[src/hw/cc_pkg.sv]
// Shared constants for the cascaded codec serial link and its host end
package cc_pkg;

    // ****************************************
    // Word layout
    // ****************************************
    localparam int         WORD_W     = 16;
    localparam int         CTRL_BIT   = 15;
    localparam int         ADDR_LSB   = 11;
    localparam int         ADDR_W     = 3;
    localparam int         SEL_LSB    = 8;
    localparam int         SEL_W      = 3;
    localparam int         DATA_W     = 8;
    localparam logic [3:0] LAST_BIT   = 4'hf;
    localparam logic [2:0] ADDR_SELF  = 3'h0;
    localparam logic [2:0] ADDR_NEXT  = 3'h1;

    // ****************************************
    // Register selects and fields
    // ****************************************
    localparam logic [2:0] SEL_MODE     = 3'h0;
    localparam logic [2:0] SEL_CLOCKING = 3'h1;
    localparam logic [2:0] SEL_POWER    = 3'h2;

    localparam int         MODE_DATA_BIT  = 0;
    localparam int         MODE_COUNT_LSB = 4;
    localparam int         COUNT_W        = 3;
    localparam int         RATE_LSB       = 0;
    localparam int         RATE_W         = 2;
    localparam int         PWR_ADC_BIT    = 0;
    localparam int         PWR_DAC_BIT    = 1;
    localparam int         PWR_REF_BIT    = 2;

    localparam logic [7:0] MODE_RESET     = 8'h00;
    localparam logic [7:0] CLOCKING_RESET = 8'h00;
    localparam logic [7:0] POWER_RESET    = 8'h00;

    // Setup values: divider 1, bit clock over 2, rate over 256
    localparam logic [7:0] CLOCKING_SETUP = 8'h00;
    localparam logic [7:0] POWER_SETUP    = 8'h07;
    localparam logic [7:0] MODE_SETUP     = 8'h11;
    localparam logic [2:0] SETUP_LAST     = 3'h5;

    // Sample period in divided core clock ticks at rate code 0
    localparam logic [11:0] BASE_RATE_DIV = 12'h100;

    // ****************************************
    // Host command port map
    // ****************************************
    localparam int         HOST_ADDR_W    = 3;
    localparam logic [2:0] HOST_CTRL      = 3'h0;
    localparam logic [2:0] HOST_STAT      = 3'h1;
    localparam logic [2:0] HOST_DAC_CH1   = 3'h2;
    localparam logic [2:0] HOST_DAC_CH2   = 3'h3;
    localparam logic [2:0] HOST_ADC_CH1   = 3'h4;
    localparam logic [2:0] HOST_ADC_CH2   = 3'h5;
    localparam int         CTRL_START_BIT = 0;
    localparam int         STAT_RUN_BIT   = 0;
    localparam int         STAT_FRESH_BIT = 1;

endpackage : cc_pkg

[src/hw/codec_link_if.sv]
// Serial link between the codec cascade and its host serial unit
`timescale 1ns/1ps
interface codec_link_if;
    logic sclk;
    logic in_frame_pulse;
    logic serial_in_line;
    logic out_frame_pulse;
    logic serial_out_line;

    modport device_end (
        output sclk,
        output out_frame_pulse,
        output serial_out_line,
        input  in_frame_pulse,
        input  serial_in_line
    );

    modport host_end (
        input  sclk,
        input  out_frame_pulse,
        input  serial_out_line,
        output in_frame_pulse,
        output serial_in_line
    );
endinterface : codec_link_if

[src/hw/codec_device_end.sv]
// Two-channel codec cascade: serial sequencing of control and data words
// Functional notes
// - Two output frame pulses per sample event
// - Host sends channel 2 word, then channel 1
// - Channel 1 framing feeds channel 2; both start together
// - Non-control words are forwarded unchanged
// - Nonzero address is decremented and forwarded
// - Addressed writes land in both channels together
// - Host sets divider 1, bit clock /2, rate /256
// - Host order: clocking, power, then mode register
// - Host powers ADCs, DACs and reference
// - Mode write with count field one enters data mode
// - Data mode: ADC results out, inputs are DAC words
// - Data mode counts frames; load DAC at count
// - Below count: raise framing, pass word on
// - DAC takes completing word; counter returns zero
// - ADC words leave channel 2 first
// - External input feeds channel 1, output from 2
// - Once started, host transmits whenever channel 2 frames
// - Host leaves no gap between control words
// - One read and write per channel every event
// - Reset into program mode, no conversion output
// - Device count field resets to zero
//
// Strobed register access and the address map are this design's own decisions.
`timescale 1ns/1ps
module codec_device_end #(
    parameter int CORE_DIV = 8
) (
    input  wire logic        REF_CLK_I,
    input  wire logic        RST_I,
    codec_link_if.device_end LINK_IO,
    input  wire logic [15:0] ADC_CH1_I,
    input  wire logic [15:0] ADC_CH2_I,
    output logic      [15:0] DAC_CH1_O,
    output logic      [15:0] DAC_CH2_O,
    output logic      [1:0]  DAC_UPDATE_O,
    output logic      [1:0]  DATA_MODE_O
);

    localparam int DIV_W = (CORE_DIV > 1) ? $clog2(CORE_DIV) : 1;

    typedef enum logic [1:0] {S_IDLE, S_SHIFT, S_WAIT} slot_state_t;

    typedef struct packed {
        logic        fwd;
        logic [15:0] word;
        logic        wr;
        logic [2:0]  sel;
        logic [7:0]  data;
        logic        dac_ld;
        logic [3:0]  cnt;
    } verdict_t;

    // ****************************************
    // Word decision for one channel
    // ****************************************
    function automatic verdict_t judge(input logic [15:0] w, input logic [7:0] mode,
                                       input logic [3:0] cnt);
        verdict_t   v;
        logic [2:0] addr;
        v      = '0;
        v.word = w;
        v.cnt  = cnt;
        addr   = w[cc_pkg::ADDR_LSB +: cc_pkg::ADDR_W];
        if (mode[cc_pkg::MODE_DATA_BIT]) begin
            if (cnt == {1'b0, mode[cc_pkg::MODE_COUNT_LSB +: cc_pkg::COUNT_W]}) begin
                v.dac_ld = 1'b1;
                v.cnt    = '0;
            end else begin
                v.fwd = 1'b1;
                v.cnt = cnt + 4'h1;
            end
        end else if (w[cc_pkg::CTRL_BIT]) begin
            if (addr == cc_pkg::ADDR_SELF) begin
                v.wr   = 1'b1;
                v.sel  = w[cc_pkg::SEL_LSB +: cc_pkg::SEL_W];
                v.data = w[cc_pkg::DATA_W-1:0];
            end else begin
                v.fwd = 1'b1;
                v.word[cc_pkg::ADDR_LSB +: cc_pkg::ADDR_W] = addr - 3'h1;
            end
        end else begin
            v.fwd = 1'b1;
        end
        return v;
    endfunction : judge

    // ****************************************
    // Bit clock: divided core clock over two
    // ****************************************
    logic [DIV_W-1:0] dm_cnt;
    logic             sclk;
    logic [11:0]      evt_cnt;
    logic             evt_pending;
    logic [7:0]       mode_reg  [2];
    logic [7:0]       clk_reg   [2];
    logic [7:0]       pwr_reg   [2];
    logic [3:0]       cnt       [2];
    logic [15:0]      sreg      [2];
    logic [15:0]      dac_reg   [2];
    logic [1:0]       dac_upd;
    logic [1:0]       f;

    wire        dm_tick     = dm_cnt == DIV_W'(CORE_DIV - 1);
    wire        sclk_rise   = dm_tick && !sclk;
    wire        sclk_fall   = dm_tick && sclk;
    // Both channels hold the same clocking value, channel 2 drives timing
    wire [1:0]  rate        = clk_reg[1][cc_pkg::RATE_LSB +: cc_pkg::RATE_W];
    wire [11:0] frame_limit = cc_pkg::BASE_RATE_DIV << rate;
    wire        evt_tick    = dm_tick && (evt_cnt == frame_limit - 12'h001);

    always_ff @(posedge REF_CLK_I) begin
        if (RST_I) begin
            dm_cnt  <= '0;
            sclk    <= 1'b0;
            evt_cnt <= '0;
        end else begin
            dm_cnt <= dm_tick ? '0 : dm_cnt + DIV_W'(1);
            if (dm_tick) begin
                sclk    <= ~sclk;
                evt_cnt <= evt_tick ? 12'h000 : evt_cnt + 12'h001;
            end
        end
    end

    // ****************************************
    // Host word receiver on channel 1 input
    // ****************************************
    // Pins from the host pass two flops; the bit clock runs slow enough
    logic [1:0]  fs_sync;
    logic [1:0]  di_sync;
    logic [15:0] rx_sh;
    logic [3:0]  rx_idx;
    logic        rx_busy;
    logic        rx_got;

    wire rx_start = sclk_rise && !rx_busy && fs_sync[1];
    wire rx_done  = sclk_rise && rx_busy && rx_idx == cc_pkg::LAST_BIT;

    always_ff @(posedge REF_CLK_I) begin
        if (RST_I) begin
            fs_sync <= '0;
            di_sync <= '0;
            rx_sh   <= '0;
            rx_idx  <= '0;
            rx_busy <= 1'b0;
        end else begin
            fs_sync <= {fs_sync[0], LINK_IO.in_frame_pulse};
            di_sync <= {di_sync[0], LINK_IO.serial_in_line};
            if (rx_start || (sclk_rise && rx_busy)) begin
                rx_sh  <= {rx_sh[14:0], di_sync[1]};
                rx_idx <= rx_idx + 4'h1;
            end
            if (rx_start) begin
                rx_busy <= 1'b1;
            end else if (rx_done) begin
                rx_busy <= 1'b0;
            end
        end
    end

    // ****************************************
    // Slot sequencer
    // ****************************************
    slot_state_t state;
    logic [3:0]  bit_idx;
    logic        ofs;
    logic        dout;
    verdict_t    v [2];
    logic [1:0]  got;

    assign v[0]  = judge(rx_sh, mode_reg[0], cnt[0]);
    assign v[1]  = judge(sreg[0], mode_reg[1], cnt[1]);
    assign got   = {f[0], f[1] && rx_got};

    // No host word started means the host had nothing to send
    wire consume   = state == S_WAIT && (rx_got || !rx_busy);
    wire start_evt = state == S_IDLE && evt_pending;
    wire [1:0] next_f = {got[1] && v[1].fwd, got[0] && v[0].fwd};

    always_ff @(posedge REF_CLK_I) begin
        if (RST_I) begin
            evt_pending <= 1'b0;
            rx_got      <= 1'b0;
        end else begin
            evt_pending <= evt_tick || (evt_pending && !start_evt);
            rx_got      <= rx_done || (rx_got && !consume);
        end
    end

    always_ff @(posedge REF_CLK_I) begin
        if (RST_I) begin
            state   <= S_IDLE;
            f       <= '0;
            bit_idx <= '0;
        end else if (start_evt) begin
            state   <= S_SHIFT;
            f       <= 2'b11;
            bit_idx <= '0;
        end else if (state == S_SHIFT && sclk_fall) begin
            bit_idx <= bit_idx + 4'h1;
            if (bit_idx == cc_pkg::LAST_BIT) begin
                state <= S_WAIT;
            end
        end else if (consume) begin
            f       <= next_f;
            bit_idx <= '0;
            state   <= (next_f != 2'b00) ? S_SHIFT : S_IDLE;
        end
    end

    // Channel 2 shifts first; host sees its word ahead of channel 1's
    always_ff @(posedge REF_CLK_I) begin
        if (RST_I) begin
            ofs  <= 1'b0;
            dout <= 1'b0;
        end else if (sclk_fall) begin
            ofs  <= state == S_SHIFT && f[1] && bit_idx == '0;
            dout <= state == S_SHIFT && f[1] && sreg[1][cc_pkg::LAST_BIT - bit_idx];
        end
    end

    // ****************************************
    // Channel registers
    // ****************************************
    always_ff @(posedge REF_CLK_I) begin
        if (RST_I) begin
            for (int i = 0; i < 2; i++) begin
                mode_reg[i] <= cc_pkg::MODE_RESET;
                clk_reg[i]  <= cc_pkg::CLOCKING_RESET;
                pwr_reg[i]  <= cc_pkg::POWER_RESET;
                cnt[i]      <= '0;
                sreg[i]     <= '0;
                dac_reg[i]  <= '0;
            end
            dac_upd <= '0;
        end else begin
            dac_upd <= '0;
            for (int i = 0; i < 2; i++) begin
                if (start_evt) begin
                    sreg[i] <= '0;
                    if (mode_reg[i][cc_pkg::MODE_DATA_BIT] && pwr_reg[i][cc_pkg::PWR_ADC_BIT]
                        && pwr_reg[i][cc_pkg::PWR_REF_BIT]) begin
                        sreg[i] <= (i == 0) ? ADC_CH1_I : ADC_CH2_I;
                    end
                end else if (consume && got[i]) begin
                    cnt[i]  <= v[i].cnt;
                    sreg[i] <= v[i].word;
                    // Same cycle for both channels keeps clocking aligned
                    if (v[i].wr && v[i].sel == cc_pkg::SEL_MODE) begin
                        mode_reg[i] <= v[i].data;
                    end else if (v[i].wr && v[i].sel == cc_pkg::SEL_CLOCKING) begin
                        clk_reg[i] <= v[i].data;
                    end else if (v[i].wr && v[i].sel == cc_pkg::SEL_POWER) begin
                        pwr_reg[i] <= v[i].data;
                    end
                    // A powered-down DAC ignores its word
                    if (v[i].dac_ld && pwr_reg[i][cc_pkg::PWR_DAC_BIT]) begin
                        dac_reg[i] <= v[i].word;
                        dac_upd[i] <= 1'b1;
                    end
                end
            end
        end
    end

    assign LINK_IO.sclk            = sclk;
    assign LINK_IO.out_frame_pulse = ofs;
    assign LINK_IO.serial_out_line = dout;
    assign DAC_CH1_O    = dac_reg[0];
    assign DAC_CH2_O    = dac_reg[1];
    assign DAC_UPDATE_O = dac_upd;
    assign DATA_MODE_O  = {mode_reg[1][cc_pkg::MODE_DATA_BIT],
                           mode_reg[0][cc_pkg::MODE_DATA_BIT]};

endmodule : codec_device_end

[src/flat_wrapper.sv]
// flat-port wrapper written by rule: the top's interface ports become plain ports
module codec_device_end_flat 
#(
    parameter int CORE_DIV = 8
)
  (REF_CLK_I, RST_I, ADC_CH1_I, ADC_CH2_I, DAC_CH1_O, DAC_CH2_O, DAC_UPDATE_O, DATA_MODE_O, LINK_IO_sclk, LINK_IO_out_frame_pulse, LINK_IO_serial_out_line, LINK_IO_in_frame_pulse, LINK_IO_serial_in_line);
  codec_link_if LINK_IO_i ();
  input  wire logic REF_CLK_I;
  input  wire logic RST_I;
  input  wire logic [15:0] ADC_CH1_I;
  input  wire logic [15:0] ADC_CH2_I;
  output logic      [15:0] DAC_CH1_O;
  output logic      [15:0] DAC_CH2_O;
  output logic      [1:0] DAC_UPDATE_O;
  output logic      [1:0] DATA_MODE_O;
  output wire logic [$bits(LINK_IO_i.sclk)-1:0] LINK_IO_sclk;
  output wire logic [$bits(LINK_IO_i.out_frame_pulse)-1:0] LINK_IO_out_frame_pulse;
  output wire logic [$bits(LINK_IO_i.serial_out_line)-1:0] LINK_IO_serial_out_line;
  input wire logic [$bits(LINK_IO_i.in_frame_pulse)-1:0] LINK_IO_in_frame_pulse;
  input wire logic [$bits(LINK_IO_i.serial_in_line)-1:0] LINK_IO_serial_in_line;
  assign LINK_IO_sclk = LINK_IO_i.sclk;
  assign LINK_IO_out_frame_pulse = LINK_IO_i.out_frame_pulse;
  assign LINK_IO_serial_out_line = LINK_IO_i.serial_out_line;
  assign LINK_IO_i.in_frame_pulse = LINK_IO_in_frame_pulse;
  assign LINK_IO_i.serial_in_line = LINK_IO_serial_in_line;
  codec_device_end #(.CORE_DIV(CORE_DIV)) u_core (.REF_CLK_I(REF_CLK_I), .RST_I(RST_I), .LINK_IO(LINK_IO_i), .ADC_CH1_I(ADC_CH1_I), .ADC_CH2_I(ADC_CH2_I), .DAC_CH1_O(DAC_CH1_O), .DAC_CH2_O(DAC_CH2_O), .DAC_UPDATE_O(DAC_UPDATE_O), .DATA_MODE_O(DATA_MODE_O));
endmodule
[config.mk]
export PLATFORM = sky130hd
export DESIGN_NAME = codec_device_end_flat
export DESIGN_NICKNAME = d
export VERILOG_FILES = /design/src/hw/cc_pkg.sv /design/src/hw/codec_link_if.sv /design/src/hw/codec_device_end.sv /design/src/flat_wrapper.sv
export SDC_FILE = /design/constraint.sdc
export NUM_CORES = 1
export LEC_CHECK = 0
export BUFFER_PORTS_ARGS = -buffer_cell sky130_fd_sc_hd__buf_2
export CAP_MARGIN = 20
export CORE_MARGIN = 3
export CORE_UTILIZATION = 30
export DETAILED_ROUTE_END_ITERATION = 7
export GPL_ROUTABILITY_DRIVEN = 0
export PLACE_DENSITY = 0.47
export SLEW_MARGIN = 20
export SYNTH_ARGS = -nofsm -noshare
export SYNTH_HDL_FRONTEND = slang
export SYNTH_SLANG_ARGS = --single-unit
[constraint.sdc]
create_clock -name REF_CLK_I -period 3.9 [get_ports REF_CLK_I]
set_clock_uncertainty 0.2 [all_clocks]
set_input_delay 0.39 -clock REF_CLK_I [delete_from_list [all_inputs] [get_ports REF_CLK_I]]
set_output_delay 0.39 -clock REF_CLK_I [all_outputs]
set_load 0.005 [all_outputs]
==> flow_summary.json <==
{
  "netlist_instances": 569,
  "grtUsageMet2": 0.2256,
  "antenna_found_initial": 0,
  "final-max-slew-violation-count": 0,
  "intPower_mw": 2.609,
  "worst_pin_slew_ns": 1.077,
  "seq_area_frac_synth": 0.5744,
  "pwr-share-comb": 0.033,
  "cap_viol_max_count": 0,
  "htreeDepth": 4,
  "worst_ep_arrival_time_ns": 3.04,
  "critPathKind": "register to register",
  "multi_input_area_sq_um": 2531,
  "drcViolationCount": 0,
  "ys.flop_type": "edfxtp_1",
  "synth_edf_count": 88,
  "whs_endpoint": "u_core.sreg[1][14]$_SDFFCE_PN0P_",
  "drtIter0Drc": 243,
  "wire_per_inst_um": 17.74,
  "start_util": 0.3081,
  "synthAdderAreaFrac": 0.02304,
  "drt-total-wl_mm": 16.45,
  "post-place-ws_ns": 0.8812,
  "grt_pass1_wl_mm": 25.97,
  "final_area_sq_um": 7694,
  "gr-total-overflow": 0,
  "hp-start": "ADC_CH2_I[14]",
  "crit_path_end_kind": "register",
  "drive_gt1_frac": 0.2408,
  "timing.fmax_ghz": 0.3333,
  "p_clk_frac": 0.469,
  "grt_util_met1": 0.1894,
  "postCtsHoldBufs": 2,
  "viasPerCell": 4.960,
  "startpoint_type": "register",
  "finalCritPeriodShare": 0.7693,
  "synth_warnings": 0,
  "ir_worst_vdd_v": 0.0002416,
  "ff2ff_setup_slack_ns": 0.90,
  "hold_slack_ns": 0.06892,
  "synth.cell_area_sq_um": 6518,
  "dp_hpwl_mm": 12.03,
  "numPortBuffers": 74,
  "grt_usage": 0.1421,
  "num-nets-final": 687,
  "placed_area_sq_um": 7094,
  "cts_tree": "yes",
  "cts.clk_slew.worst_paths_ns": 0.06,
  "fin_crit_ns": 3.000,
  "cts-buffers-inserted": 17,
  "p_sw_mw": 0.7224,
  "pwr-share-seq": 0.498,
  "post_cts_buffers": 0,
  "grt_max_degree": 45,
  "clk_path_buf_depth": 2,
  "p_leak_nw": 2.693,
  "rsz0062_at_grt": "false",
  "ios": 75,
  "hold_path.class": "primary input to register",
  "die_w_um": 153.4,
  "synthSimpleGateAreaFrac": 0.1615,
  "final-hold-violation-count": 0,
  "root_buffer": "clkbuf_16",
  "ys_types": 57,
  "r2r-end": "u_core.evt_cnt[0]$_SDFFE_PP0N_",
  "worstSkewPairLatency_ns": 0.42,
  "synth_top_family_by_area": "simple AND/OR/NAND/NOR gates",
  "cts_resized": 0,
  "synth_seq_cells": 143,
  "busiest_layer": "met2",
  "cp_max_fo": 17,
  "dr.pass1.iters": 6,
  "hold-path-cell-count": 2,
  "seq_area_sq_um": 3744,
  "cts_sinks": 143,
  "fill_cells": 2074,
  "syn_nets": 617,
  "grt_pass1_vias": 4691,
  "worstPathRequired_ns": 3.94,
  "met3_usage": 0.03284,
  "finalWorstSetupSlack_ns": 0.8999,
  "r2r_cells": 5,
  "core_area_sq_um": 21150,
  "synth_compound_area_frac": 0.1469,
  "avgSynthCellArea_sq_um": 11.45,
  "power.density_nw_per_um2": 433.0,
  "vias": 4598,
  "fin_setup_tns_ns": 0,
  "dieHeight_um": 153.4,
  "r2r_start": "u_core.dm_cnt[0]$_SDFF_PP0_",
  "area_growth_pct": 18.05,
  "dieArea_sq_um": 23530,
  "p_sw_frac": 0.2168,
  "diodes": 0,
  "synthXorXnorAreaFrac": 0.03360,
  "slew-limit-headroom": 0.2804,
  "ant_nets": 0,
  "rows": 53,
  "async_flop_share": 0,
  "synthMuxAreaShare": 0.02189,
  "setup_violations": 0,
  "status": "finished clean"
}
## layout make-up
type,instances,area share
tap,275,0.04472
sequential,143,0.4866
timing repair buffer,82,0.05659
clock inverter,10,0.009432
inverter,16,0.007806
clock buffer,22,0.06586
multi-input combinational,379,0.3290
## worst max-delay path: stages, from the launching register on
cell and delay, ns:
dfxtp_1 0.33, ha_1 0.15, ha_1 0.47, nand4_1 0.44, a2111oi_2 1.07, o22ai_1 0.16
## cells in the final DEF (no fill, tap or decap), drive strengths merged, types with 6 or more instances in the layout
master	Yosys	final
xnor2	20	20
a21oi	36	36
dfxtp	55	55
buf	14	80
nor3b	11	11
a22o	25	25
nand4	11	11
nand2b	6	6
o21ai	16	16
nor2b	9	9
nor3	18	18
ha	12	12
nand2	70	70
edfxtp	88	88
inv	16	20
a21boi	26	26
nand3	9	9
nor2	52	52
clkbuf	17	22
## cells by family (layout without fill, tap and decap cells)
kind of cell,after synthesis,count (layout)
XOR/XNOR,25,25
AO/OA/AOI/OAI,123,123
adder cells (fa/ha/maj),12,12
multiplexers,9,9
buffers and inverters,47,130
flip-flops,143,143
AND/OR/NAND/NOR,210,210
## per-stage QoR
stage	utilization	total power [mW]	std cells
floorplan	-	1.739	569
global placement	0.3352	1.797	893
detailed placement	0.3354	1.801	893
CTS	0.3637	3.367	927
global route	0.3637	3.446	927
finish	0.3637	3.332	927
## power groups by stage
stage	clock, mW	sequential (mW)	combinational [mW]
after floorplan	0	1.68	0.0553
final	1.56	1.66	0.109
after global routing	1.66	1.66	0.119
after detailed placement	0	1.69	0.109
after global placement	0	1.69	0.107
after CTS	1.60	1.66	0.111
## Yosys cell counts, types with 3 or more instances
cell type / number / area (sq um)
nor3b_1: 8 / 60.06
a21boi_2: 23 / 259.0
nand3b_1: 4 / 30.03
a21oi_1: 30 / 150.1
dfxtp_1: 55 / 1101
buf_12: 3 / 60.06
a32oi_1: 5 / 43.79
a21oi_2: 6 / 52.55
a22o_1: 25 / 219.0
nand3_1: 9 / 45.04
a21boi_0: 3 / 22.52
mux4_2: 4 / 90.09
nand4_1: 11 / 68.82
nor3b_2: 3 / 37.54
o21ai_0: 15 / 75.07
nand2_1: 70 / 262.8
xnor2_1: 20 / 175.2
nand2b_1: 6 / 37.54
buf_2: 4 / 20.02
inv_1: 16 / 60.06
nand4b_1: 4 / 35.03
o31ai_1: 3 / 22.52
mux2i_1: 3 / 30.03
nor3_1: 18 / 90.09
ha_1: 12 / 150.1
edfxtp_1: 88 / 2643
nor2_1: 52 / 195.2
nor2b_1: 9 / 56.30
xor2_1: 5 / 43.79
clkbuf_1: 17 / 63.81
buf_1: 3 / 11.26
## per-layer routing
metal / wire (um) / part of all wire
met4: 343 / 0.021
met5: 0 / 0
met3: 875 / 0.053
met2: 7788 / 0.47
met1: 7438 / 0.45
## how the worst max path moves through the flow
stage,start,end,slack [ns],cells past startpoint
2_1_floorplan,u_core.rx_busy$_SDFFE_PP0P_,u_core.dac_reg[0][16]$_SDFFCE_PN0P_,1.09,4
3_3_place_gp,u_core.dm_cnt[0]$_SDFF_PP0_,u_core.evt_cnt[0]$_SDFFE_PP0N_,1.04,5
3_5_place_dp,u_core.dm_cnt[0]$_SDFF_PP0_,u_core.evt_cnt[0]$_SDFFE_PP0N_,0.88,5
4_1_cts,u_core.dm_cnt[0]$_SDFF_PP0_,u_core.evt_cnt[0]$_SDFFE_PP0N_,0.87,5
5_1_grt,u_core.dm_cnt[0]$_SDFF_PP0_,u_core.evt_cnt[0]$_SDFFE_PP0N_,0.61,5
6_report,u_core.dm_cnt[0]$_SDFF_PP0_,u_core.evt_cnt[0]$_SDFFE_PP0N_,0.90,5
No activity file was read; power rests on OpenSTA's default activity.
